$ cat src/verilog/wdm_pkg.sv
`default_nettype none
package wdm_pkg;
  // ----------------------------------------------------------------
  // Clock
  // ----------------------------------------------------------------
  localparam longint WDM_CLK_MHZ = 100;
  localparam longint WDM_CLK_PERIOD_NS = 10;

  // ----------------------------------------------------------------
  // Times in their own units and derived cycle counts
  // ----------------------------------------------------------------
  localparam longint WDM_WD_T0_US = 6300;
  localparam longint WDM_WD_T1_US = 102000;
  localparam longint WDM_WD_T2_US = 1600000;
  localparam longint WDM_WD_T3_US = 25600000;
  localparam logic [31:0] WDM_WD_CYC_0 = 32'(WDM_WD_T0_US * WDM_CLK_MHZ);
  localparam logic [31:0] WDM_WD_CYC_1 = 32'(WDM_WD_T1_US * WDM_CLK_MHZ);
  localparam logic [31:0] WDM_WD_CYC_2 = 32'(WDM_WD_T2_US * WDM_CLK_MHZ);
  localparam logic [31:0] WDM_WD_CYC_3 = 32'(WDM_WD_T3_US * WDM_CLK_MHZ);

  localparam longint WDM_HOLD_T0_US = 1400;
  localparam longint WDM_HOLD_T1_US = 28000;
  localparam longint WDM_HOLD_T2_US = 200000;
  localparam longint WDM_HOLD_T3_US = 1600000;
  localparam logic [31:0] WDM_HOLD_CYC_0 = 32'(WDM_HOLD_T0_US * WDM_CLK_MHZ);
  localparam logic [31:0] WDM_HOLD_CYC_1 = 32'(WDM_HOLD_T1_US * WDM_CLK_MHZ);
  localparam logic [31:0] WDM_HOLD_CYC_2 = 32'(WDM_HOLD_T2_US * WDM_CLK_MHZ);
  localparam logic [31:0] WDM_HOLD_CYC_3 = 32'(WDM_HOLD_T3_US * WDM_CLK_MHZ);

  localparam longint WDM_OFF_PRESS_US = 4000000;
  localparam longint WDM_ON_PRESS_US = 500000;
  localparam logic [31:0] WDM_OFF_PRESS_CYC = 32'(WDM_OFF_PRESS_US * WDM_CLK_MHZ);
  localparam logic [31:0] WDM_ON_PRESS_CYC = 32'(WDM_ON_PRESS_US * WDM_CLK_MHZ);

  // Pulses of this width span several samples, so no stretcher is needed
  localparam longint WDM_WDI_MIN_PULSE_NS = 80;
  localparam longint WDM_MR_GLITCH_NS = 100;
  localparam logic [7:0] WDM_MR_GLITCH_CYC =
    8'((WDM_MR_GLITCH_NS + WDM_CLK_PERIOD_NS - 1) / WDM_CLK_PERIOD_NS);

  // ----------------------------------------------------------------
  // Register map
  // ----------------------------------------------------------------
  localparam logic [7:0] WDM_ADDR_CTRL = 8'h00;
  localparam logic [7:0] WDM_ADDR_STATUS = 8'h04;
  localparam logic [1:0] WDM_RESP_OKAY = 2'h0;
  localparam logic [1:0] WDM_RESP_DECERR = 2'h3;
  localparam int WDM_CTRL_W = 5;
  localparam int WDM_STATUS_W = 5;

  localparam logic [1:0] WDM_WD_SEL_RST = 2'h2;
  localparam logic [1:0] WDM_HOLD_SEL_RST = 2'h2;
  localparam logic WDM_MODE_PROC = 1'b0;
  localparam logic WDM_MODE_SWITCH = 1'b1;

  typedef struct packed {
    logic mrMode;
    logic [1:0] holdSel;
    logic [1:0] wdSel;
  } wdm_ctrl_t;

  localparam wdm_ctrl_t WDM_CTRL_RST = '{mrMode: WDM_MODE_PROC, holdSel: WDM_HOLD_SEL_RST, wdSel: WDM_WD_SEL_RST};

  typedef struct packed {
    logic wdRunning;
    logic mrPressed;
    logic standby;
    logic underVoltage;
    logic resetActive;
  } wdm_status_t;

  typedef enum logic [1:0] {
    WDM_SW_ON = 2'h0,
    WDM_SW_OFF_HOLD = 2'h1,
    WDM_SW_STANDBY = 2'h3,
    WDM_SW_ON_HOLD = 2'h2
  } wdm_sw_state_t;
endpackage : wdm_pkg
`default_nettype wire

$ cat src/verilog/wdm_watchdog_reset.sv
`default_nettype none
module wdm_watchdog_reset
  import wdm_pkg::*;
#(
  parameter logic [31:0] WD_CYC_0 = WDM_WD_CYC_0,
  parameter logic [31:0] WD_CYC_1 = WDM_WD_CYC_1,
  parameter logic [31:0] WD_CYC_2 = WDM_WD_CYC_2,
  parameter logic [31:0] WD_CYC_3 = WDM_WD_CYC_3,
  parameter logic [31:0] HOLD_CYC_0 = WDM_HOLD_CYC_0,
  parameter logic [31:0] HOLD_CYC_1 = WDM_HOLD_CYC_1,
  parameter logic [31:0] HOLD_CYC_2 = WDM_HOLD_CYC_2,
  parameter logic [31:0] HOLD_CYC_3 = WDM_HOLD_CYC_3,
  parameter logic [31:0] OFF_PRESS_CYC = WDM_OFF_PRESS_CYC,
  parameter logic [31:0] ON_PRESS_CYC = WDM_ON_PRESS_CYC
) (
  input wire logic clk,
  input wire logic rst_b,
  input wire logic awvalid,
  output logic awready,
  input wire logic [7:0] awaddr,
  input wire logic wvalid,
  output logic wready,
  input wire logic [31:0] wdata,
  input wire logic [3:0] wstrb,
  output logic bvalid,
  input wire logic bready,
  output logic [1:0] bresp,
  input wire logic arvalid,
  output logic arready,
  input wire logic [7:0] araddr,
  output logic rvalid,
  input wire logic rready,
  output logic [31:0] rdata,
  output logic [1:0] rresp,
  input wire logic watchdogToggleIn,
  input wire logic watchdogInputFloating,
  input wire logic manualResetN,
  input wire logic thresholdSenseIn,
  input wire logic [3:0] channelEnable,
  output logic processorResetN,
  output logic processorResetOe,
  output logic [3:0] channelRun,
  output logic controlRegReset
);
  // ----------------------------------------------------------------
  // Register slave
  // ----------------------------------------------------------------
  logic awHeld_q, awHeld_d, wHeld_q, wHeld_d, bvalid_q, bvalid_d, rvalid_q, rvalid_d;
  logic [7:0] awAddr_q, awAddr_d;
  logic [31:0] wData_q, wData_d, rdata_q, rdata_d;
  logic [3:0] wStrb_q, wStrb_d;
  logic [1:0] bresp_q, bresp_d, rresp_q, rresp_d;
  wdm_ctrl_t ctrl_q, ctrl_d;
  wdm_status_t status;

  assign awready = !awHeld_q && !bvalid_q;
  assign wready = !wHeld_q && !bvalid_q;
  assign arready = !rvalid_q;
  assign bvalid = bvalid_q;
  assign bresp = bresp_q;
  assign rvalid = rvalid_q;
  assign rdata = rdata_q;
  assign rresp = rresp_q;

  always_comb begin
    awHeld_d = awHeld_q;
    awAddr_d = awAddr_q;
    wHeld_d = wHeld_q;
    wData_d = wData_q;
    wStrb_d = wStrb_q;
    bvalid_d = bvalid_q;
    bresp_d = bresp_q;
    rvalid_d = rvalid_q;
    rdata_d = rdata_q;
    rresp_d = rresp_q;
    ctrl_d = ctrl_q;
    if (awvalid && awready) begin
      awHeld_d = 1'b1;
      awAddr_d = awaddr;
    end
    if (wvalid && wready) begin
      wHeld_d = 1'b1;
      wData_d = wdata;
      wStrb_d = wstrb;
    end
    if (awHeld_q && wHeld_q) begin
      awHeld_d = 1'b0;
      wHeld_d = 1'b0;
      bvalid_d = 1'b1;
      bresp_d = WDM_RESP_OKAY;
      if (awAddr_q == WDM_ADDR_CTRL) begin
        if (wStrb_q[0]) begin
          ctrl_d = wdm_ctrl_t'(wData_q[WDM_CTRL_W-1:0]);
        end
      end else if (awAddr_q != WDM_ADDR_STATUS) begin
        bresp_d = WDM_RESP_DECERR;
      end
    end
    if (bvalid_q && bready) begin
      bvalid_d = 1'b0;
    end
    if (arvalid && arready) begin
      rvalid_d = 1'b1;
      rresp_d = WDM_RESP_OKAY;
      case (araddr)
        WDM_ADDR_CTRL: rdata_d = {{(32-WDM_CTRL_W){1'b0}}, ctrl_q};
        WDM_ADDR_STATUS: rdata_d = {{(32-WDM_STATUS_W){1'b0}}, status};
        default: begin
          rdata_d = 32'h0;
          rresp_d = WDM_RESP_DECERR;
        end
      endcase
    end
    if (rvalid_q && rready) begin
      rvalid_d = 1'b0;
    end
  end

  always_ff @(posedge clk) begin
    if (!rst_b) begin
      awHeld_q <= 1'b0;
      awAddr_q <= 8'h0;
      wHeld_q <= 1'b0;
      wData_q <= 32'h0;
      wStrb_q <= 4'h0;
      bvalid_q <= 1'b0;
      bresp_q <= WDM_RESP_OKAY;
      rvalid_q <= 1'b0;
      rdata_q <= 32'h0;
      rresp_q <= WDM_RESP_OKAY;
      ctrl_q <= WDM_CTRL_RST;
    end else begin
      awHeld_q <= awHeld_d;
      awAddr_q <= awAddr_d;
      wHeld_q <= wHeld_d;
      wData_q <= wData_d;
      wStrb_q <= wStrb_d;
      bvalid_q <= bvalid_d;
      bresp_q <= bresp_d;
      rvalid_q <= rvalid_d;
      rdata_q <= rdata_d;
      rresp_q <= rresp_d;
      ctrl_q <= ctrl_d;
    end
  end

  // ----------------------------------------------------------------
  // Input synchronisers and button filter
  // ----------------------------------------------------------------
  logic wdiS1_q, wdiS2_q, wdiS3_q, mrS1_q, mrS2_q, mrPressed_q, mrPressed_d;
  logic [7:0] mrLowCnt_q, mrLowCnt_d;

  always_comb begin
    mrLowCnt_d = mrS2_q ? 8'h0 : ((mrLowCnt_q == WDM_MR_GLITCH_CYC) ? mrLowCnt_q : mrLowCnt_q + 8'h1);
    // A low of exactly the glitch span is still a glitch
    mrPressed_d = !mrS2_q && (mrLowCnt_q >= WDM_MR_GLITCH_CYC);
  end

  always_ff @(posedge clk) begin
    if (!rst_b) begin
      wdiS1_q <= 1'b0;
      wdiS2_q <= 1'b0;
      wdiS3_q <= 1'b0;
      mrS1_q <= 1'b1;
      mrS2_q <= 1'b1;
      mrLowCnt_q <= 8'h0;
      mrPressed_q <= 1'b0;
    end else begin
      wdiS1_q <= watchdogToggleIn;
      wdiS2_q <= wdiS1_q;
      wdiS3_q <= wdiS2_q;
      mrS1_q <= manualResetN;
      mrS2_q <= mrS1_q;
      mrLowCnt_q <= mrLowCnt_d;
      mrPressed_q <= mrPressed_d;
    end
  end

  // ----------------------------------------------------------------
  // Watchdog and reset output
  // ----------------------------------------------------------------
  logic [31:0] wdCnt_q, wdCnt_d, holdCnt_q, holdCnt_d, wdLimit, holdLimit;
  logic resetOut_q, resetOut_d;
  logic supActive, underVoltage, procMrHold, srcActive, wdEdge, wdClear, wdExpire;

  assign supActive = |channelEnable;
  assign underVoltage = supActive && !thresholdSenseIn;
  assign procMrHold = (ctrl_q.mrMode == WDM_MODE_PROC) && mrPressed_q;
  assign srcActive = !supActive || underVoltage || procMrHold;
  assign wdEdge = wdiS2_q ^ wdiS3_q;
  assign wdClear = wdEdge || resetOut_q || watchdogInputFloating || underVoltage || !supActive;
  assign wdExpire = !wdClear && (wdCnt_q == wdLimit - 32'h1);

  always_comb begin
    case (ctrl_q.wdSel)
      2'h0: wdLimit = WD_CYC_0;
      2'h1: wdLimit = WD_CYC_1;
      2'h2: wdLimit = WD_CYC_2;
      default: wdLimit = WD_CYC_3;
    endcase
    case (ctrl_q.holdSel)
      2'h0: holdLimit = HOLD_CYC_0;
      2'h1: holdLimit = HOLD_CYC_1;
      2'h2: holdLimit = HOLD_CYC_2;
      default: holdLimit = HOLD_CYC_3;
    endcase
    wdCnt_d = (wdClear || wdExpire) ? 32'h0 : wdCnt_q + 32'h1;
    resetOut_d = resetOut_q;
    holdCnt_d = holdCnt_q;
    if (srcActive || wdExpire) begin
      resetOut_d = 1'b1;
      holdCnt_d = 32'h0;
    end else if (resetOut_q) begin
      if (holdCnt_q == holdLimit - 32'h1) begin
        resetOut_d = 1'b0;
        holdCnt_d = 32'h0;
      end else begin
        holdCnt_d = holdCnt_q + 32'h1;
      end
    end
  end

  always_ff @(posedge clk) begin
    if (!rst_b) begin
      wdCnt_q <= 32'h0;
      holdCnt_q <= 32'h0;
      resetOut_q <= 1'b1;
    end else begin
      wdCnt_q <= wdCnt_d;
      holdCnt_q <= holdCnt_d;
      resetOut_q <= resetOut_d;
    end
  end

  assign processorResetN = !resetOut_q;
  assign processorResetOe = resetOut_q;

  // ----------------------------------------------------------------
  // Power switch mode
  // ----------------------------------------------------------------
  wdm_sw_state_t swState_q, swState_d;
  logic [31:0] pressCnt_q, pressCnt_d;
  logic [3:0] channelRun_q, channelRun_d;
  logic regClear_q, regClear_d, standby;

  assign standby = (swState_q == WDM_SW_OFF_HOLD) || (swState_q == WDM_SW_STANDBY);

  always_comb begin
    pressCnt_d = (mrPressed_q && pressCnt_q != 32'hffffffff) ? pressCnt_q + 32'h1 : 32'h0;
    if (!mrPressed_q) begin
      pressCnt_d = 32'h0;
    end
    swState_d = swState_q;
    regClear_d = 1'b0;
    case (swState_q)
      WDM_SW_ON: begin
        if ((ctrl_q.mrMode == WDM_MODE_SWITCH) && mrPressed_q && pressCnt_q == OFF_PRESS_CYC - 32'h1) begin
          swState_d = WDM_SW_OFF_HOLD;
          regClear_d = 1'b1;
        end
      end
      WDM_SW_OFF_HOLD: begin
        if (!mrPressed_q) begin
          swState_d = WDM_SW_STANDBY;
        end
      end
      WDM_SW_STANDBY: begin
        if (channelEnable == 4'h0) begin
          swState_d = WDM_SW_ON;
        end else if (mrPressed_q && pressCnt_q == ON_PRESS_CYC - 32'h1) begin
          swState_d = WDM_SW_ON_HOLD;
        end
      end
      WDM_SW_ON_HOLD: begin
        if (!mrPressed_q) begin
          swState_d = WDM_SW_ON;
        end
      end
      default: swState_d = WDM_SW_ON;
    endcase
    channelRun_d = standby ? 4'h0 : channelEnable;
  end

  always_ff @(posedge clk) begin
    if (!rst_b) begin
      swState_q <= WDM_SW_ON;
      pressCnt_q <= 32'h0;
      channelRun_q <= 4'h0;
      regClear_q <= 1'b0;
    end else begin
      swState_q <= swState_d;
      pressCnt_q <= pressCnt_d;
      channelRun_q <= channelRun_d;
      regClear_q <= regClear_d;
    end
  end

  assign channelRun = channelRun_q;
  assign controlRegReset = regClear_q;
  assign status = '{wdRunning: !wdClear, mrPressed: mrPressed_q, standby: standby,
                    underVoltage: underVoltage, resetActive: resetOut_q};
endmodule : wdm_watchdog_reset
`default_nettype wire
$ cat config.mk
export PLATFORM = sky130hd
export DESIGN_NAME = wdm_watchdog_reset
export DESIGN_NICKNAME = d
export VERILOG_FILES = /design/src/verilog/wdm_pkg.sv /design/src/verilog/wdm_watchdog_reset.sv
export SDC_FILE = /design/constraint.sdc
export NUM_CORES = 1
export LEC_CHECK = 0
export BUFFER_PORTS_ARGS = -buffer_cell sky130_fd_sc_hd__buf_2
export CORE_UTILIZATION = 60
export CTS_CLUSTER_DIAMETER = 150
export DETAILED_ROUTE_END_ITERATION = 12
export PLACE_DENSITY = 0.86
export SYNTH_ARGS = -nofsm -noshare
export SYNTH_HDL_FRONTEND = slang
export SYNTH_SLANG_ARGS = --single-unit
export TNS_END_PERCENT = 100
$ cat constraint.sdc
create_clock -name clk -period 4.8 [get_ports clk]
set_input_delay 0.24 -clock clk [delete_from_list [all_inputs] [get_ports clk]]
set_output_delay 0.24 -clock clk [all_outputs]
set_load 0.05 [all_outputs]
==> Yosys cells after proc, flatten, opt, wreduce, memory -nomap -nowiden <==
Cells that the tools add are included.
{ "word_totals": {"regBits": 177, "input_bits": 67, "output_inout_bits": 48} }
{ "op_classes": {"add_sub_neg": 6, "order_cmp": 1, "n_eq_ne": 19, "mux": 16, "bitwise": 3, "reduce_logical": 53} }
{ "ops": {"columns": ["cell", "count"], "rows": [
  ["$add 32x1->32 const B", 3],
  ["$pmux 32 s3", 1],
  ["$pmux 28 s3", 1],
  ["$eq 32x32->1", 2],
  ["$sub 32x1->32 const B", 2],
  ["$eq 32x26->1 const B", 1],
  ["$eq 32x29->1 const B", 1],
  ["$mux 32", 1],
  ["$ne 32x32->1 const B", 1],
  ["$logic_and 1x1->1", 16],
  ["$logic_not 8->1", 2],
  ["$mux 2", 8],
  ["$reduce_or 2->1", 8],
  ["$pmux 5 s2", 1],
  ["$logic_not 1->1", 9],
  ["$logic_or 1x1->1", 9],
  ["$add 8x1->8 const B", 1],
  ["$eq 2x2->1 const B", 4],
  ["$eq 8x3->1 const B", 1],
  ["$eq 8x4->1 const B", 1],
  ["$ge 8x4->1 const B", 1],
  ["$ne 8x3->1 const B", 1],
  ["$pmux 2 s4", 1],
  ["$eq 2x1->1 const B", 3],
  ["other kinds (11)", 19]
]} }

==> Depth between registers and ports, before layout <==
{ "logic_depth": {"depth_word": 9, "depth_mapped": 8, "depth_no_buf": 7} }

==> Worst setup path after synthesis <==
OpenSTA, ideal clock, no wires.
{ "synth_timing": {"kind": "register -> register", "startpoint": "register ctrl_q[2] in the netlist's numbering", "endpoint": "register resetOut_q (netlist: processorResetOe)", "setup_ps": 132, "t_arrival_ps": 2320, "path_slack_ps": 2347, "stages_incl_launch_ff": 8, "path_buffers": 0, "synth_period_minus_slack_ps": 2453, "cell_sequence": "dfxtp_1 inv_1 ha_1 or4b_2 a22oi_1 nand4_1 o21ai_0 or3b_2"} }
{ "synth_via": {"elab_chain_len": 6, "word_cells_on_any_way": 8, "cone_classes": "add/sub: 1; eq/ne: 3; mux: 3; reduce/logical: 1"} }
{ "synth_rtl": {"columns": ["element", "line", "text"], "rows": [
  ["start, declared", "wdm_watchdog_reset.sv:53", "wdm_ctrl_t ctrl_q, ctrl_d;"],
  ["start signal, assigned", "wdm_watchdog_reset.sv:143", "ctrl_q <= ctrl_d;"],
  ["$eq 2x2->1, or another cell as far along", "wdm_watchdog_reset.sv:201", "case (ctrl_q.holdSel)"],
  ["$pmux 28 s3 (*)", "wdm_watchdog_reset.sv:201", null],
  ["$sub 32x1->32 (*)", "wdm_watchdog_reset.sv:214", "if (holdCnt_q == holdLimit - 32'h1) begin"],
  ["$eq 32x32->1 (*)", "wdm_watchdog_reset.sv:214", null],
  ["$mux 1 (*)", "wdm_watchdog_reset.sv:214", null],
  ["$mux 1 (*)", "wdm_watchdog_reset.sv:213", "end else if (resetOut_q) begin"],
  ["end signal, assigned", "wdm_watchdog_reset.sv:231", "resetOut_q <= resetOut_d;"],
  ["end, declared", "wdm_watchdog_reset.sv:183", "logic resetOut_q, resetOut_d;"]
]} }
Every way passes the cells marked *; elsewhere a longest branch is shown, timed or not.
A chain may end at the register's enable or synchronous reset.

==> Worst setup path after layout <==
{ "layout_timing": {"startpoint": "register ctrl_q[0] in the netlist's numbering", "endpoint": "register wdCnt_q[28]"} }
{ "layout_via": {"elab_chain_len": 7, "word_cells_on_any_way": 9, "cone_classes": "add/sub: 1; eq/ne: 3; mux: 1; reduce/logical: 4"} }
{ "layout_rtl": {"columns": ["element", "line", "text"], "rows": [
  ["$eq 2x2->1, or another cell as far along", "wdm_watchdog_reset.sv:195", "case (ctrl_q.wdSel)"],
  ["$pmux 32 s3 (*)", "wdm_watchdog_reset.sv:195", null],
  ["$sub 32x1->32 (*)", "wdm_watchdog_reset.sv:192", "assign wdExpire = !wdClear && (wdCnt_q == wdLimit - 32'h1);"],
  ["$eq 32x32->1 (*)", "wdm_watchdog_reset.sv:192", null],
  ["$logic_and 1x1->1 (*)", "wdm_watchdog_reset.sv:192", null],
  ["$logic_or 1x1->1 (*)", "wdm_watchdog_reset.sv:207", "wdCnt_d = (wdClear || wdExpire) ? 32'h0 : wdCnt_q + 32'h1;"],
  ["$reduce_or 2->1 (no source line) (*)", null, null],
  ["end signal, assigned", "wdm_watchdog_reset.sv:229", "wdCnt_q <= wdCnt_d;"],
  ["end, declared", "wdm_watchdog_reset.sv:182", "logic [31:0] wdCnt_q, wdCnt_d, holdCnt_q, holdCnt_d, wdLimit, holdLimit;"]
]} }
Marked as above.

==> qor.txt <==
Outcome - finished, final reports clean
Ys async rst share - 0%
CTS tree - built
Final core occ - 69.6%
Setup crit end kind - flip-flop
LEAKAGE - 3.04 nW
Die Wd - 115 µm
Initial antenna violation count - 0
PwrDens - 323 nW/µm²
IO Pins - 115
Ys flop type - dfxtp_1
Crit path kind - reg2reg
Tmin final - 3150 ps
Area growth syn-to-layout - 11.4%
Peak supply drop - 0.000266 V
Slew HR - 21.4%
Gpl congestion - 0.855
Path type of the worst min-delay path - in2reg
Post-synthesis sequential area ratio - 38.8%
Crit-path max FO - 20
Largest net degree at the start of global routing - 43
Leading post-synthesis cells by cell area - dfxtp_1, xnor2_1, xor2_1
Layout cells sized above 1 - 14.1%
Gate Count Post-Synth - 855
Final setup violation count - 0
Post-cts repair resize count - 0
WL final - 16,400 µm
Die span in y - 115 µm
First drt pass iteration count - 6
Post-synth top cells - dfxtp_1, nand2_1, xnor2_1
DP Area - 7890 µm²
CP required - 5070 ps
TNS Setup - 0 ps
Final instance area - 8500 µm²
Register clock-pin slew on the reported worst setup and hold paths - 60 ps
Yosys top cell by area - dfxtp_1
Post-DR wirelength/cell - 15.2 µm
Most common cell in the netlist - dfxtp_1
Max Clock Freq - 318 MHz
Longest Clk Path Bufs - 2
Post-DP HPWL - 10,900 µm
Post-synth EDFFs - 0
Fin. Hold Viols - 0
YS warnings - 0
DRT iter0 DRCs - 433
Worst Path Arrival - 3420 ps
Final Slew Violations - 0
Root buf cell - clkbuf_16
Synth Cell Area - 7630 µm²
TritonCTS buffer count - 17
DR vias - 6,171
Critical Path Source Type - flip-flop
Tcrit/Tclk final - 65.6%
Maxcap violations - 0
Non-Filler Instances - 1,076
Grt total ovfl - 0
#FFs+latches synth - 148
Worst-skew pair later-pin latency - 430 ps
Core area - 12,200 µm²
Die ar. - 13,200 µm²
Final setup margin - 1650 ps
Post-layout total power - 2.75 mW
Cell Rows - 40
Placed Cells incl. Taps - 1,043
Pre-CTS setup slack - 1660 ps
Vias in the first global route - 5,759
Nets - 983
Min Hold Slack - 36.1 ps
Top-area cell type share of the netlist area - 38.8%
Worst Clk Skew - 5.49 ps
Mean Syn Cell Area - 8.93 µm²
H-tree Lvls - 4
Port Buf Inserts - 57
# diodes - 0
Transition time of the tightest slew-check pin - 1180 ps
Vias/cell - 5.74
Unique cell type count in the Yosys netlist - 60
Initial core utilization - 62.5%
Total GRT Usage - 26.3%
First-pass GRT wire length - 27,400 µm
Antenna-violating nets left - 0
Drt drc - 0
RSZ-0062 raised after global routing - no
Post-CTS setup buffers - 0
CTS Sinks - 148
==> sequential cells by signal, summed over array words and instances (netlist names), 4 cells and up <==
signal      count
awAddr_q        8
channelRun      4
ctrl_q          5
holdCnt_q      32
mrLowCnt_q      8
pressCnt_q     32
rdata           5
wData_q         5
wdCnt_q        32
==> worst paths after layout <==
path,cells after the start,to,slack [ps],from
max,8,wdCnt_q[28],1650,ctrl_q[0]
min,2,channelRun[1],40,channelEnable[1]
max reg2reg,8,wdCnt_q[28],1650,ctrl_q[0]
min reg2reg,1,mrS2_q,410,mrS1_q
==> layout by cell type (no fill, tap or decap), drive strengths merged, types with 11 or more instances in the layout <==
master	Yosys	final
and2	14	14
and3	17	17
and4	11	11
buf	42	61
clkbuf	25	21
conb	1	27
dfxtp	148	148
ha	20	20
inv	21	24
mux2i	12	12
nand2	65	65
nand3	38	38
nand4	34	34
nor2	58	58
nor2b	18	18
nor3	62	62
nor4	51	51
xnor2	59	59
xor2	49	49
==> worst max-delay path: stages (launching register included) <==
cell	delay, ps
dfxtp_1	490
inv_1	200
ha_1	320
xnor2_1	160
or3_1	410
nor4_1	310
nor4b_4	640
buf_4	370
nor3_1	90
==> metal layers <==
layer	up-vias	wire (µm)	track usage, %
met5	-	0	0
met1	2892	7130	33.4
met2	174	8100	42.8
met4	0	354	10.6
met3	40	804	6.91
li1	3065	-	-
==> cells by family (layout without fill, tap and decap cells) <==
| group | after synthesis | in the layout | share of synthesized area [%] |
|---|---|---|---|
| mux | 13 | 13 | 1.72 |
| other cells | 1 | 27 | 0.0491 |
| compound gates | 61 | 61 | 5.44 |
| fa+ha+maj | 20 | 20 | 3.28 |
| simple gates | 416 | 416 | 32.1 |
| xor+xnor | 108 | 108 | 12.4 |
| flops | 148 | 148 | 38.8 |
| buf+inv | 88 | 115 | 6.18 |
==> area by class of cell <==
cell class | count | area (µm²)
Multi-Input combinational cell | 645 | 4320
Tap cell | 168 | 210
Sequential cell | 148 | 2960
Timing Repair Buffer | 63 | 335
Fill cell | 936 | 3710
Clock buffer | 21 | 470
Inverter | 21 | 78.8
Clock inverter | 10 | 123
==> where the power goes <==
part / internal [mW] / switching (mW) / total, mW
combinational: 0.0419 / 0.120 / 0.162
clock: 0.807 / 0.520 / 1.33
sequential: 1.25 / 0.0124 / 1.26
total: 2.10 / 0.653 / 2.75
==> timing repair <==
action,4_1_cts,5_1_grt
hold endpoints to repair,2,0
setup endpoints to repair,0,0
hold buffers,2,0
Note: power is estimated with default switching activity, not from simulation.
